### config.mk
export PLATFORM = sky130hd
export DESIGN_NAME = urb_rx_buffer
export DESIGN_NICKNAME = d
export VERILOG_FILES = /design/src/rtl/urb_pkg.sv /design/src/rtl/urb_fifo2.sv /design/src/rtl/urb_rx_buffer.sv
export VERILOG_INCLUDE_DIRS = /design/src /design/src/rtl
export SDC_FILE = /design/constraint.sdc
export NUM_CORES = 1
export LEC_CHECK = 0
export CAP_MARGIN = 20
export CORE_UTILIZATION = 63
export CTS_CLUSTER_SIZE = 10
export DETAILED_ROUTE_END_ITERATION = 12
export DONT_BUFFER_PORTS = 1
export PLACE_DENSITY = 0.79
export SYNTH_ARGS = -nofsm -noshare
export SYNTH_HDL_FRONTEND = slang
export SYNTH_SLANG_ARGS = --single-unit
export TNS_END_PERCENT = 5
### constraint.sdc
create_clock -name clk -period 2.22 [get_ports clk]
set_input_delay 0.222 -clock clk [delete_from_list [all_inputs] [get_ports clk]]
set_output_delay 0.222 -clock clk [all_outputs]
set_load 0.02 [all_outputs]
### src/rtl/urb_cfg.svh
// constants for the receive buffer and status block
// assumes inclusion by the package, the design modules and the bench
`ifndef URB_CFG_SVH
`define URB_CFG_SVH

// storage shape
`define URB_DATA_W    8
`define URB_DEPTH     2'h2
`define URB_CNT_EMPTY 2'h0
`define URB_CNT_ONE   2'h1

// char_size_field encodings
`define URB_SZ_5 3'h0
`define URB_SZ_6 3'h1
`define URB_SZ_7 3'h2
`define URB_SZ_8 3'h3
`define URB_SZ_9 3'h7

// data bit counts per size
`define URB_BITS_5 4'h5
`define URB_BITS_6 4'h6
`define URB_BITS_7 4'h7
`define URB_BITS_8 4'h8
`define URB_BITS_9 4'h9

// highest bit index held in the data byte
`define URB_LAST_LOW 4'h7

`endif

### src/rtl/urb_pkg.sv
// types shared by the receive buffer and its two-entry store
// assumes urb_cfg.svh is on the include path
`include "urb_cfg.svh"

package urb_pkg;

  // one stored character with its flags
  typedef struct packed {
    logic                   ninth;
    logic                   fe;
    logic                   dor;
    logic                   upe;
    logic [`URB_DATA_W-1:0] data;
  } urb_entry_t;

  // status as software sees it
  typedef struct packed {
    logic rxc;
    logic fe;
    logic dor;
    logic upe;
  } urb_status_t;

  // control and frame configuration bits
  typedef struct packed {
    logic       enable;
    logic       rxc_irq_en;
    logic       global_irq_en;
    logic [2:0] char_size;
    logic       par_upper;
    logic       par_lower;
  } urb_cfg_t;

  typedef enum logic [1:0] {
    URB_IDLE,
    URB_DATA,
    URB_PAR,
    URB_STOP
  } urb_rx_state_t;

  // shift side state
  typedef struct packed {
    urb_rx_state_t state;
    logic [3:0]    idx;
    urb_entry_t    frame;
    logic          par_acc;
    logic          par_en;
    logic          par_odd;
    logic          hold;
    logic          lost;
  } urb_core_st_t;

  // store state
  typedef struct packed {
    urb_entry_t [1:0] mem;
    logic             wr_ptr;
    logic             rd_ptr;
    logic [1:0]       cnt;
  } urb_fifo_st_t;

endpackage : urb_pkg

### src/rtl/urb_fifo2.sv
// two-entry receive store of characters with their flags
// assumes push is only offered when not full, flush overrides all
`include "urb_cfg.svh"

module urb_fifo2 (
  input  wire logic                 clk,
  input  wire logic                 srst,
  input  wire logic                 flush,
  input  wire logic                 push,
  input  urb_pkg::urb_entry_t       push_entry,
  input  wire logic                 pop,
  output urb_pkg::urb_entry_t       head,
  output logic [1:0]                count
);

  urb_pkg::urb_fifo_st_t st_reg;
  urb_pkg::urb_fifo_st_t st_next;
  logic                  push_ok;
  logic                  pop_ok;

  assign push_ok = push && (st_reg.cnt != `URB_DEPTH);
  assign pop_ok  = pop && (st_reg.cnt != `URB_CNT_EMPTY);

  always_comb begin
    st_next = st_reg;
    if (flush) begin
      st_next.wr_ptr = 1'b0;
      st_next.rd_ptr = 1'b0;
      st_next.cnt    = `URB_CNT_EMPTY;
    end else begin
      if (push_ok) begin
        st_next.mem[st_reg.wr_ptr] = push_entry;
        st_next.wr_ptr             = ~st_reg.wr_ptr;
      end
      if (pop_ok) begin
        st_next.rd_ptr = ~st_reg.rd_ptr;
      end
      case ({push_ok, pop_ok})
        2'b10:   st_next.cnt = st_reg.cnt + `URB_CNT_ONE;
        2'b01:   st_next.cnt = st_reg.cnt - `URB_CNT_ONE;
        default: st_next.cnt = st_reg.cnt;
      endcase
    end
  end

  always_ff @(posedge clk) begin
    if (srst) begin
      st_reg <= '0;
    end else begin
      st_reg <= st_next;
    end
  end

  assign head  = st_reg.mem[st_reg.rd_ptr];
  assign count = st_reg.cnt;
endmodule : urb_fifo2

### src/rtl/urb_rx_buffer.sv
// receive buffer, error flags and parity check of a serial receiver
// assumes an outside recovery unit gives start and voted bit strobes
//
// Operation
// - receive-complete reads one while any unread character is stored.
// - clearing receiver enable flushes the store, receive-complete drops.
// - interrupt is a level: flag and both enables set.
// - error flags stored per entry; status shows oldest entry.
// - status writes never change error flag values.
// - error flags never raise an interrupt on their own.
// - frame error is one when first stop bit was zero.
// - only the first stop bit is checked, others ignored.
// - overrun when store full, frame waiting, new start; frame lost.
// - overrun cleared when a frame moves into the store.
// - parity check runs with upper mode bit; lower picks odd/even.
// - data parity compared to parity bit, mismatch stored with char.
// - parity error only if checking was on at arrival.
// - parity error reads zero while checking is off.
// - disable is immediate; a frame in progress is dropped.
// - disabled receiver releases the serial input pin.
// - data read pops oldest entry, status moves to next.
// - on the first stop bit the frame moves into the store, or waits when full.
// - upper data bits of short frames read as zero.
// - ninth bit held per entry and shown before data read.
// - enabling the receiver takes over the serial input pin.
`include "urb_cfg.svh"

module urb_rx_buffer (
  input  wire logic                 clk,
  input  wire logic                 srst,
  input  urb_pkg::urb_cfg_t         cfg,
  input  wire logic                 serial_in_pin,
  input  wire logic                 start_detect,
  input  wire logic                 bit_strobe,
  input  wire logic                 bit_value,
  input  wire logic                 data_read,
  input  wire logic                 status_write,
  output logic                      rx_serial_in,
  output logic                      pin_override,
  output urb_pkg::urb_status_t      rx_status,
  output logic [`URB_DATA_W-1:0]    data_io_location,
  output logic                      ninth_rx_bit,
  output logic                      rx_complete_irq
);

  urb_pkg::urb_core_st_t st_reg;
  urb_pkg::urb_core_st_t st_next;
  urb_pkg::urb_entry_t   push_entry;
  urb_pkg::urb_entry_t   head;
  logic                  push;
  logic                  pop;
  logic                  full;
  logic [1:0]            count;
  logic [3:0]            nbits;

  // data bits per character for a size code
  function automatic logic [3:0] data_bits(input logic [2:0] sz);
    case (sz)
      `URB_SZ_5: data_bits = `URB_BITS_5;
      `URB_SZ_6: data_bits = `URB_BITS_6;
      `URB_SZ_7: data_bits = `URB_BITS_7;
      `URB_SZ_9: data_bits = `URB_BITS_9;
      default:   data_bits = `URB_BITS_8;
    endcase
  endfunction : data_bits

  assign nbits = data_bits(cfg.char_size);
  assign full  = (count == `URB_DEPTH);
  assign pop   = data_read && cfg.enable;

  // pin handover
  assign pin_override = cfg.enable;
  assign rx_serial_in = cfg.enable ? serial_in_pin : 1'b1;

  always_comb begin
    st_next        = st_reg;
    push           = 1'b0;
    push_entry     = st_reg.frame;
    push_entry.dor = st_reg.lost;
    if (!cfg.enable) begin
      // drop frame in progress and any waiting frame
      st_next = '0;
    end else begin
      // waiting frame moves as soon as a slot frees
      if (st_reg.hold && !full) begin
        push         = 1'b1;
        st_next.hold = 1'b0;
        st_next.lost = 1'b0;
      end
      case (st_reg.state)
        urb_pkg::URB_IDLE: begin
          if (start_detect) begin
            if (st_reg.hold && full) begin
              st_next.hold = 1'b0;
              st_next.lost = 1'b1;
            end
            st_next.frame   = '0;
            st_next.idx     = 4'h0;
            st_next.par_acc = 1'b0;
            st_next.par_en  = cfg.par_upper;
            st_next.par_odd = cfg.par_lower;
            st_next.state   = urb_pkg::URB_DATA;
          end
        end
        urb_pkg::URB_DATA: begin
          if (bit_strobe) begin
            if (st_reg.idx <= `URB_LAST_LOW) begin
              st_next.frame.data[st_reg.idx[2:0]] = bit_value;
            end else begin
              st_next.frame.ninth = bit_value;
            end
            st_next.par_acc = st_reg.par_acc ^ bit_value;
            st_next.idx     = st_reg.idx + 4'h1;
            if (st_reg.idx + 4'h1 == nbits) begin
              if (st_reg.par_en) begin
                st_next.state = urb_pkg::URB_PAR;
              end else begin
                st_next.state = urb_pkg::URB_STOP;
              end
            end
          end
        end
        urb_pkg::URB_PAR: begin
          if (bit_strobe) begin
            // even expects zero total, odd expects one
            st_next.frame.upe = st_reg.par_en
              & (st_reg.par_acc ^ bit_value ^ st_reg.par_odd);
            st_next.state = urb_pkg::URB_STOP;
          end
        end
        urb_pkg::URB_STOP: begin
          if (bit_strobe) begin
            // later stop bits are never sampled here
            st_next.frame.fe = ~bit_value;
            st_next.state    = urb_pkg::URB_IDLE;
            if (full) begin
              st_next.hold = 1'b1;
            end else begin
              push          = 1'b1;
              push_entry.fe = ~bit_value;
              st_next.lost  = 1'b0;
            end
          end
        end
        default: begin
          st_next.state = urb_pkg::URB_IDLE;
        end
      endcase
    end
  end

  always_ff @(posedge clk) begin
    if (srst) begin
      st_reg <= '0;
    end else begin
      st_reg <= st_next;
    end
  end

  urb_fifo2 u_store (
    .clk        (clk),
    .srst       (srst),
    .flush      (!cfg.enable),
    .push       (push),
    .push_entry (push_entry),
    .pop        (pop),
    .head       (head),
    .count      (count)
  );

  // status of the oldest entry; writes never reach these flags
  always_comb begin
    rx_status.rxc = (count != `URB_CNT_EMPTY);
    rx_status.fe  = rx_status.rxc & head.fe;
    rx_status.dor = rx_status.rxc & head.dor;
    rx_status.upe = rx_status.rxc & head.upe & cfg.par_upper;
  end

  assign data_io_location = head.data;
  assign ninth_rx_bit     = head.ninth;

  // error flags take no part in the request
  assign rx_complete_irq = rx_status.rxc & cfg.rxc_irq_en
                         & cfg.global_irq_en;
endmodule : urb_rx_buffer

== Word-level counts from Yosys, hierarchy flattened ==
Index checks and enable logic that the tools add are counted.
Storage, ports and cells
  register bits after elaboration: 50
  bits in latches: 0
  memory bits (writable): 0
  ROM bits: 0
  input port bits: 16
  output and inout port bits: 16
  word-level logic and storage cells: 130
  memories kept: 0
Cells by class
  add/subtract/negate cells: 3
  multiply operators: 0
  divide/modulo/power cells: 0
  $lt $le $gt $ge: 6
  equality and inequality tests: 18
  shifts and indexed selects: 0
  muxes and demuxes: 42
  bitwise operators: 13
  reductions and logical operators: 24
Operators with widths (count)
  12-bit two-way mux: 3
  24-bit bitwise mux: 1
  23-bit two-way mux: 1
  9-bit one-hot mux with 2 select lines: 1
  1-bit two-way mux: 17
  2-bit != test, second input constant: 8
  4-bit one-hot mux with 4 select lines: 1
  12-bit demux with 1-bit select: 1
  2-bit two-way mux: 6
  5-bit one-hot mux with 2 select lines: 1
  2-bit nonzero test: 5
  9-bit two-way mux: 1
  3-bit AND reduction: 3
  8-bit bitwise mux: 1
  2-bit == test, second input constant: 4
  8-bit two-way mux: 1
  2-bit one-hot mux with 2 select lines: 2
  2-bit one-hot mux with 4 select lines: 1
  4-bit AND reduction: 2
  1-bit AND: 7
  1-bit logical AND: 7
  7-bit two-way mux: 1
  5-bit AND reduction: 1
  4-bit by 1-bit adder with 4-bit output, second input constant: 1
  21 further kinds: 29

== Longest topological paths before layout ==
Gate-level depths: netlist of run 1.
  depth after elaboration: 11
  gate-level depth with buffers: 8
  mapped depth without buffers: 7

== By module ==
From an unflattened synthesis of run 1, not the netlist that was laid out.
Second synthesis, totals
  cells, all modules: 315
  area, all modules: 2832.7 sq um
Modules (own cells, without submodules)
  urb_rx_buffer: times used 1, cells each 186, area each 1457.6 sq um, seq. area each 440.4 sq um
  urb_fifo2: times used 1, cells each 129, area each 1375.1 sq um, seq. area each 560.5 sq um

== Least setup slack after synthesis of run 1 ==
Ideal clock, no wire load.
  path kind: reg-to-reg
  from: register u_store.st_reg, in the netlist u_store.count[0]
  to: register u_store.st_reg, in the netlist u_store.count[1]
  arrival: 1.664 ns
  path slack: 0.485 ns
  cell stages (with the launch flop): 7
  path buffers: 0
  clock period less this slack: 1.735 ns
  cells stage by stage: dfxtp_1 > nor2_1 > inv_1 > and3_1 > ha_1 > or3_1 > a21oi_1
RTL lines
  start, declared: line urb_fifo2.sv:16  | urb_pkg::urb_fifo_st_t st_reg;
  start signal, assigned: line urb_fifo2.sv:50  | st_reg <= st_next;

==> flow_summary.ini, run 1 <==
[sta]
worst_slew_margin_rel_pct = 41.79
finalCritPeriodShare_pct = 87.25
finalSetupViolations = 0
fmax_mhz = 516.3
timing.setup.tns_ps = 0
total_count_of_max_transition_violations_in_the_final_report = 0
tightestPinTransition_ps = 870.2
skew_ps = 5.924
rsz0062_at_grt = no
period_minus_slack_ps = 1937
final_hold_viol_count = 0

[floorplanning]
die_x_um = 65.98
fp.dieArea_um2 = 4353
initial_core_util_pct = 67.89
core_area_um2 = 3799
num_rows = 22
chipHeight_um = 65.98
ios = 32

[clock_tree]
cts_setup_buffers = 0
clk-insertion-delay-late_ps = 310
ctsLongestPathBuffers = 2
cts_tree = done
clock_tree.htree_level_count = 2
clockRootBuffer = sky130_fd_sc_hd__clkbuf_8
tritoncts.num_buffers = 5
clk_pin_slew_worst_setup_hold_paths_ps = 90
clock-sinks = 50

[detailed_routing]
route.detailed.vias_per_inst = 5.890
detail_route.iter0.violations = 189
postRouteWirelength_um = 4998
remaining_drc_errors = 0
avgRoutedWirePerCell_um = 14.49
antenna_violating_nets_post_route = 0
dr.pass1.iters = 4
vias = 2032

[synthesis]
yosys.cell_types.count = 46
main_combinational_cell_family_by_area_after_synthesis = simple AND/OR/NAND/NOR gates
post_synth_fa_ha_maj_area_fraction_pct = 2.911
synth_area_leaders = sky130_fd_sc_hd__dfxtp_1 39%, sky130_fd_sc_hd__mux2i_1 13%, sky130_fd_sc_hd__nor2_1 7.1%
synthSimpleGateAreaFrac_pct = 20.23
netlist.area_leader.share_pct = 38.82
synthesis.instances = 297
syn-mean-instance-area_um2 = 8.683
synth-edff-count = 0
compound_cell_area_share_of_the_yosys_netlist_pct = 12.91
syn_area_um2 = 2579
postSynthNetCount = 319
ys_async_rst_share_pct = 0
share_of_synthesized_area_occupied_by_flip_flops_and_latches_pct = 38.82
synth.area.mux_share_pct = 17.18
synth_top_area_cell = sky130_fd_sc_hd__dfxtp_1
yosysWarnings = 0
synth_xor_xnor_area_share_pct = 3.251
yosys_register_bits = 50
post_synth_top_flop = sky130_fd_sc_hd__dfxtp_1

[worst_setup_path]
worst_setup_path_class = flop to flop
critPathCaptureType = flop
worst-endpoint-arrival_ps = 2180
cp_required_ps = 2460
crit_path_start_kind = flop
worst-path-max-fanout = 4
ff2ff_setup_slack_ps = 280

[placed_design]
placement.io_buffers = 0
detailedPlacementHpwl_um = 3549
final_weighted_congestion_in_routability_driven_placement = 0.7942
place.detailed.instances = 336

[cells_and_area]
layout.cells.most_common_list = 50 x sky130_fd_sc_hd__dfxtp_1, 49 x sky130_fd_sc_hd__nor2_1, 33 x sky130_fd_sc_hd__mux2i_1, 22 x sky130_fd_sc_hd__nand2_1
post_layout_nonfiller_instances = 345
drive_above_1_share_pct = 11.45
fin_nets = 318
final_common_cell = sky130_fd_sc_hd__dfxtp_1
largest_register_ffs = 26
area_growth_pct = 5.919
num_antenna_cells = 0

[power]
power.static_leakage_nw = 1.121
vdd_drop_max_mv = 0.5226
pwr_density_cell_nw_per_um2 = 577.9
post-layout-total-power_mw = 1.578

[global_routing]
wire_length_of_the_first_global_routing_pass_um = 8204
grt_pass1_vias = 1794
grt_remaining_overflow = 0
grt_util_all_layers_pct = 25.30
initial_antenna_violation_count = 0
largest_net_degree_at_the_start_of_global_routing = 25

[run]
max_cap_viol_count = 0

[min_path]
min_path_type = primary input to flop

[run_status]
outcome = completed
synth_stat cells (4+ instances only):
library cell,number
sky130_fd_sc_hd__buf_2,6
sky130_fd_sc_hd__nor3_1,4
sky130_fd_sc_hd__clkbuf_1,7
sky130_fd_sc_hd__nand2_1,22
sky130_fd_sc_hd__mux2_2,10
sky130_fd_sc_hd__nand3_1,6
sky130_fd_sc_hd__dfxtp_1,50
sky130_fd_sc_hd__a21oi_1,14
sky130_fd_sc_hd__mux2i_1,33
sky130_fd_sc_hd__ha_1,6
sky130_fd_sc_hd__nor2b_1,5
sky130_fd_sc_hd__nand4_1,4
sky130_fd_sc_hd__nor2_1,49
sky130_fd_sc_hd__a22oi_1,7
sky130_fd_sc_hd__inv_1,10
sky130_fd_sc_hd__o21ai_0,14
sky130_fd_sc_hd__xnor2_1,4
sky130_fd_sc_hd__and3_1,4
sky130_fd_sc_hd__nand2b_1,7
final timing paths:
check                                      start          endpoint  cells after the start
worst max-delay path            u_store.count[0]  u_store.count[1]                      6
worst min-delay path                      cfg[0]         st_reg[2]                      2
worst max register to register  u_store.count[0]  u_store.count[1]                      6
worst min register to register        st_reg[15]        st_reg[15]                      2
repair_timing:
item | in CTS | in global routing
gates resized for setup | 0 | 0
endpoints found under the hold margin | 24 | 0
hold buffers | 1 | 0
stage by stage:
step	cell area, um^2	util (%)	setup slack (ps)	hold slack, ps
5_1_grt	2731	71.90	136.6	39.49
3_3_place_gp	2623	69.04	384.0	297.1
4_1_cts	2731	71.90	275.3	40.82
3_5_place_dp	2623	69.04	299.7	300.0
2_1_floorplan	2579	-	485.4	369.5
6_report	2731	71.90	283.2	48.42
cells by family (layout without fill, tap and decap cells):
kind of cell,after synthesis,after routing
xor gates and xnor gates,8,8
DFF,50,50
buffers and inverters,28,28
and+or+nand+nor,111,111
adders and majority gates,6,6
AOI/OAI and AO/OA,51,51
muxes,43,43
area by class of cell:
class                           instances  area [um^2]
Clock buffer                            6        82.58
Timing Repair Buffer                   10        77.57
Tap cell                               48        60.06
Multi-Input combinational cell        219         1456
Clock inverter                          2        16.27
Sequential cell                        50         1001
Inverter                               10        37.54
Fill cell                             300         1067
worst max-delay path, cell delays in order (launching register included):
cell and delay (ps):
sky130_fd_sc_hd__dfxtp_1 360, sky130_fd_sc_hd__nor2_1 200, sky130_fd_sc_hd__inv_1 170, sky130_fd_sc_hd__and3_1 250, sky130_fd_sc_hd__ha_1 340, sky130_fd_sc_hd__or3_1 390, sky130_fd_sc_hd__a21oi_1 160
power breakdown:
part / switching [mW] / internal (mW)
registers: 0.00304 / 0.899
logic: 0.0679 / 0.0430
clock network: 0.309 / 0.257
total: 0.380 / 1.20
routing by layer:
metal	up-vias	track usage [%]	share of wire, %
li1	1025	-	-
met1	951	31.79	45
met3	10	6.897	4.0
met5	-	0	0
met4	0	9.309	1.9
met2	46	41.20	49
No activity file was read; power rests on OpenSTA's default activity.
==> run 2, diff against run 1 <==
ABC_AREA = 1   (was default)
==> run 2 against run 1 <==
Against the previous run: worst setup slack gained 100 ps; clock power shrank 2%; area after synthesis shrank 1.5%; largest cell class unchanged; fmax grew 5.5%; highest routed layer unchanged; register-to-register slack gained 100 ps; largest power group unchanged; synthesized cell count grew 26%; first-iteration DRC count shrank 21%.
==> flow_summary.ini, run 2 <==
[run_status]
outcome = completed

[sta]
finalCritPeriodShare_pct = 82.72
rsz0062_at_grt = no
tightestPinTransition_ps = 609.4
total_count_of_max_transition_violations_in_the_final_report = 0
worst_slew_margin_rel_pct = 59.33
fmax_mhz = 544.6
timing.setup.tns_ps = 0
final_hold_viol_count = 0
period_minus_slack_ps = 1836
skew_ps = 6.733
setup_slack_ps = 383.6
finalSetupViolations = 0

[worst_setup_path]
worstReg2RegEnd = push_entry[0]
ff2ff_setup_slack_ps = 380
cp_required_ps = 2400
worst_path_most_repeated_cell = sky130_fd_sc_hd__inv_2
max_stage_delay_ps = 360
worst-path-max-fanout = 12
path_buf_inv = 3
slowest_cell_on_the_critical_path = sky130_fd_sc_hd__dfxtp_1
crit_path_start_kind = flop
worst-endpoint-arrival_ps = 2010
crit_chain = inv_1 > ha_1 > inv_2 > o21ai_2 > a21oi_2 > inv_2 > nor2_4 > o21ai_0 > nand2_1 > a21oi_1
critPathCaptureType = flop
worst_setup_path_class = flop to flop
family_with_the_most_delay_on_the_worst_path = compound AO/OA/AOI/OAI gates
regToRegStartpoint = st_reg[22]
worstRegToRegCells = 10

[clock_tree]
ctsLongestPathBuffers = 2
clock_tree.htree_level_count = 2
cts_tree = done
clock-sinks = 50
cts_setup_buffers = 0
clk_pin_slew_worst_setup_hold_paths_ps = 90
clk-insertion-delay-late_ps = 310
postCtsResizedCells = 0
tritoncts.num_buffers = 5
hold_buffers = 0
clockRootBuffer = sky130_fd_sc_hd__clkbuf_8

[global_routing]
largest_net_degree_at_the_start_of_global_routing = 25
grt_util_all_layers_pct = 25.80
wire_length_of_the_first_global_routing_pass_um = 8528
initial_antenna_violation_count = 0
grt_pass1_vias = 1917
grt_remaining_overflow = 0

[synthesis]
postSynthNetCount = 395
syn_area_um2 = 2540
ys_async_rst_share_pct = 0
yosys_register_bits = 50
netlist.area_leader.share_pct = 39.41
post_synth_top_flop = sky130_fd_sc_hd__dfxtp_1
yosysWarnings = 0
synth_top_cells_by_count = 90 x sky130_fd_sc_hd__nand2_1, 55 x sky130_fd_sc_hd__nor2_1, 50 x sky130_fd_sc_hd__dfxtp_1, 34 x sky130_fd_sc_hd__inv_1, 32 x sky130_fd_sc_hd__a21oi_1
yosys.cell_types.count = 32
share_of_synthesized_area_occupied_by_flip_flops_and_latches_pct = 39.41
synth-edff-count = 0
syn-mean-instance-area_um2 = 6.809
synthesis.instances = 373
synth_top_area_cell = sky130_fd_sc_hd__dfxtp_1
synthMostInstantiatedCell = sky130_fd_sc_hd__nand2_1
synth_area_leaders = sky130_fd_sc_hd__dfxtp_1 39%, sky130_fd_sc_hd__nand2_1 13%, sky130_fd_sc_hd__nor2_1 8.1%

[cells_and_area]
drive_above_1_share_pct = 7.547
final_common_cell = sky130_fd_sc_hd__nand2_1
sequential_cell_area_um2 = 1001
fin_nets = 392
area_growth_pct = 4.089
largest_register_ffs = 26
nFillCells = 337
num_antenna_cells = 0
layout.cells.most_common_list = 90 x sky130_fd_sc_hd__nand2_1, 55 x sky130_fd_sc_hd__nor2_1, 50 x sky130_fd_sc_hd__dfxtp_1, 34 x sky130_fd_sc_hd__inv_1, 32 x sky130_fd_sc_hd__a21oi_1
multi_input_comb_area_um2 = 1315

[detailed_routing]
remaining_drc_errors = 0
antenna_violating_nets_post_route = 0
dr.pass1.iters = 4
avgRoutedWirePerCell_um = 12.16
postRouteWirelength_um = 5097
detail_route.iter0.violations = 149
route.detailed.vias_per_inst = 5.499
vias = 2304

[power]
vdd_drop_max_mv = 0.3753
pwr_density_cell_nw_per_um2 = 623.2
power.static_leakage_nw = 1.193

[run]
max_cap_viol_count = 0

[min_path]
holdPathEnd = st_reg[2]
hold_depth = 2
min_path_type = primary input to flop
holdCritStartpoint = cfg[0]

[floorplanning]
core_area_um2 = 3771
chipHeight_um = 65.50
initial_core_util_pct = 67.35
die_x_um = 65.50
fp.dieArea_um2 = 4290
ios = 32
num_rows = 22

[placed_design]
placement.io_buffers = 0
final_weighted_congestion_in_routability_driven_placement = 0.8354
pre_cts_slack_ps = 392.3
detailedPlacementHpwl_um = 3599
run 2: worst max path at each step:
stage,from,end,cells past startpoint
5_1_grt,u_store.count[0],u_store.count[1],10
3_5_place_dp,st_reg[22],push_entry[5],9
6_report,st_reg[22],push_entry[0],10
2_1_floorplan,st_reg[21],u_store.count[1],10
4_1_cts,st_reg[22],push_entry[5],9
3_3_place_gp,st_reg[22],push_entry[6],9
run 2: per-layer routing:
layer,up-vias,GRT usage [%],wire length [um],share of wire [%]
met2,49,40.72,2326,46
met1,1054,33.98,2476,49
li1,1197,-,-,-
met5,-,0,0,0
met3,4,7.292,256,5.0
met4,0,7.880,38,0.75
run 2: cell families (layout without fill, tap and decap cells):
group,count (synthesis),after routing,synth area share [%]
xor gates and xnor gates,4,4,1.380
adders and majority gates,6,6,2.956
muxes,1,1,0.3941
AOI/OAI and AO/OA,85,85,18.18
and+or+nand+nor,174,174,28.87
buffers and inverters,53,51,8.817
DFF,50,50,39.41
run 2: cell type report:
class / count / area share [%]
clock inverter: 2 / 0.4733
multi-input combinational: 270 / 49.74
tap: 48 / 2.272
inverter: 40 / 5.679
clock buffer: 6 / 3.124
sequential: 50 / 37.86
timing repair buffer: 3 / 0.8519
run 2: power by group:
group / total (mW) / switching (mW) / leakage (nW) / internal [mW]
Combinational: 0.177 / 0.123 / 0.743 / 0.0539
Clock: 0.557 / 0.306 / 0.0472 / 0.251
Sequential: 0.914 / 0.00663 / 0.403 / 0.907
run 2: per-stage QoR:
stage	area (um^2)	hold slack, ps	total power, mW	instances	util [%]
finish	2644	78.87	1.648	419	70.11
global route	2644	76.20	1.729	419	70.11
CTS	2644	79.76	1.650	419	70.11
detailed placement	2549	398.7	1.111	411	67.58
global placement	2549	390.6	1.106	411	67.58
floorplan	2540	385.2	1.079	373	-
==> run 3, diff against run 2 <==
ABC_AREA = 0   (was 1)
CORE_UTILIZATION = 57   (was 63)
PLACE_DENSITY = 0.75   (was 0.79)
clock period = 1.5 ns   (was 2.22 ns; I/O delays follow)
==> run 3 against run 2 <==
Against the previous run: largest cell class unchanged; the run now ends with negative setup slack left; critical path type unchanged; final area is 20% higher; highest routed layer unchanged; count of clock-buffer cells in the layout is 1 lower; largest power group unchanged; non-clock buffer count is 37 higher; worst hold slack worse by 38 ps.
==> flow_summary.ini, run 3 (synthesis gave the netlist of run 1 again) <==
[run_status]
outcome = finished with violations
violations_in_the_final_reports = negative setup slack

[sta]
finalSetupViolations = 24
timing.hold.ws_ps = 40.63
setup_slack_ps = -144.7
worst_slew_margin_rel_pct = 44.06
period_minus_slack_ps = 1645
rsz0062_at_grt = yes
final_hold_viol_count = 0
fmax_mhz = 608.0
tightestPinTransition_ps = 836.3
total_count_of_max_transition_violations_in_the_final_report = 0
finalCritPeriodShare_pct = 109.6
skew_ps = 11.13

[power]
pwr_density_cell_nw_per_um2 = 755.3
comb_power_share_pct = 10.1
post-layout-total-power_mw = 2.400
share_seq_of_total_power_pct = 55.6
internal_power_of_the_cells_mw = 1.783
power.switching_mw = 0.6178
vdd_drop_max_mv = 0.5009
power.share.clock_pct = 34.3
switching_share_pct = 25.74
power.static_leakage_nw = 1.293

[cells_and_area]
fin_nets = 348
area_growth_pct = 23.24
fin_util_pct = 72.99
largest_register_ffs = 26
layout.cells.most_common_list = 47 x sky130_fd_sc_hd__dfxtp_1, 46 x sky130_fd_sc_hd__nor2_1, 31 x sky130_fd_sc_hd__mux2i_1, 31 x sky130_fd_sc_hd__buf_4, 22 x sky130_fd_sc_hd__nand2_1
drive_above_1_share_pct = 26.61
final_common_cell = sky130_fd_sc_hd__dfxtp_1
num_antenna_cells = 0

[clock_tree]
clock-sinks = 50
tritoncts.num_buffers = 5
clk-insertion-delay-late_ps = 320
cts_tree = done
ctsLongestPathBuffers = 2
clk_pin_slew_worst_setup_hold_paths_ps = 90
clockRootBuffer = sky130_fd_sc_hd__clkbuf_8
clock_tree.htree_level_count = 2

[global_routing]
largest_net_degree_at_the_start_of_global_routing = 25
grt_remaining_overflow = 0
wire_length_of_the_first_global_routing_pass_um = 9591
grt_pass1_vias = 2126
grt_util_all_layers_pct = 24.70
initial_antenna_violation_count = 0

[worst_setup_path]
worst-endpoint-arrival_ps = 1890
worst-path-max-fanout = 4
critPathCaptureType = flop
worstRegToRegCells = 6
crit_path_start_kind = flop
worst_setup_path_class = flop to flop
cp_required_ps = 1750

[min_path]
min_path_type = primary input to flop
hold_depth = 2

[detailed_routing]
postRouteWirelength_um = 5448
dr.pass1.iters = 4
antenna_violating_nets_post_route = 0
detail_route.iter0.violations = 97
remaining_drc_errors = 0
route.detailed.vias_per_inst = 5.607
vias = 2125
avgRoutedWirePerCell_um = 14.37

[floorplanning]
initial_core_util_pct = 59.22
ios = 32
chipHeight_um = 69.26
die_x_um = 69.26
fp.dieArea_um2 = 4797
num_rows = 24
core_area_um2 = 4354

[run]
max_cap_viol_count = 0

[placed_design]
placement.io_buffers = 0
final_weighted_congestion_in_routability_driven_placement = 0.8472
pre_cts_slack_ps = -168.2
detailedPlacementHpwl_um = 3762
-- run 3: final cells by class --
class | instances | area, um^2
timing repair buffer | 40 | 357.8
inverter | 10 | 42.54
clock buffer | 5 | 68.82
sequential | 50 | 1010
multi-input combinational | 219 | 1609
fill | 331 | 1176
clock inverter | 3 | 25.02
tap | 52 | 65.06
-- run 3: final timing paths --
check,from,endpoint,slack [ps]
min,bit_strobe,push_entry[8],40
min reg2reg,push_entry[3],push_entry[3],490
max,st_reg[21],u_store.count[1],-140
max reg2reg,st_reg[21],u_store.count[1],-140
-- run 3: power by group through the flow --
stage	registers [mW]	clock network, mW	logic [mW]
6_report	1.33	0.824	0.241
5_1_grt	1.34	0.903	0.268
4_1_cts	1.33	0.846	0.224
3_5_place_dp	1.37	0	0.201
3_3_place_gp	1.37	0	0.199
2_1_floorplan	1.36	0	0.163
-- run 3: worst max-delay path, stage by stage, from the launching register on --
cell,delay [ps]
sky130_fd_sc_hd__dfxtp_4,410
sky130_fd_sc_hd__ha_4,170
sky130_fd_sc_hd__a21o_1,140
sky130_fd_sc_hd__nand3_2,120
sky130_fd_sc_hd__ha_4,260
sky130_fd_sc_hd__or3_1,370
sky130_fd_sc_hd__a21oi_1,120
-- run 3: stage by stage --
stage               instance area [um^2]  TNS, ps  instances
finish                              3178   -924.5        379
global route                        3178    -4561        379
CTS                                 3105   -916.5        378
detailed placement                  2945   -705.8        365
global placement                    2945   -398.5        365
floorplan                           2679   -663.1        297
-- run 3: per-layer routing --
| metal | vias to the layer above | global-route usage (%) | part of all wire [%] |
|---|---|---|---|
| met3 | 8 | 5.087 | 4.4 |
| met5 | - | 0 | 0 |
| met4 | 0 | 8.844 | 1.7 |
| met1 | 997 | 32.93 | 47 |
| li1 | 1083 | - | - |
| met2 | 37 | 39.59 | 47 |
-- run 3: timing repair --
action                                  4_1_cts  5_1_grt
endpoints found under the setup margin       15       55
pin swaps                                     3        6
hold buffers                                  5        0
setup buffers                                 0        1
endpoints found under the hold margin        28        0
resized for setup                             5       18
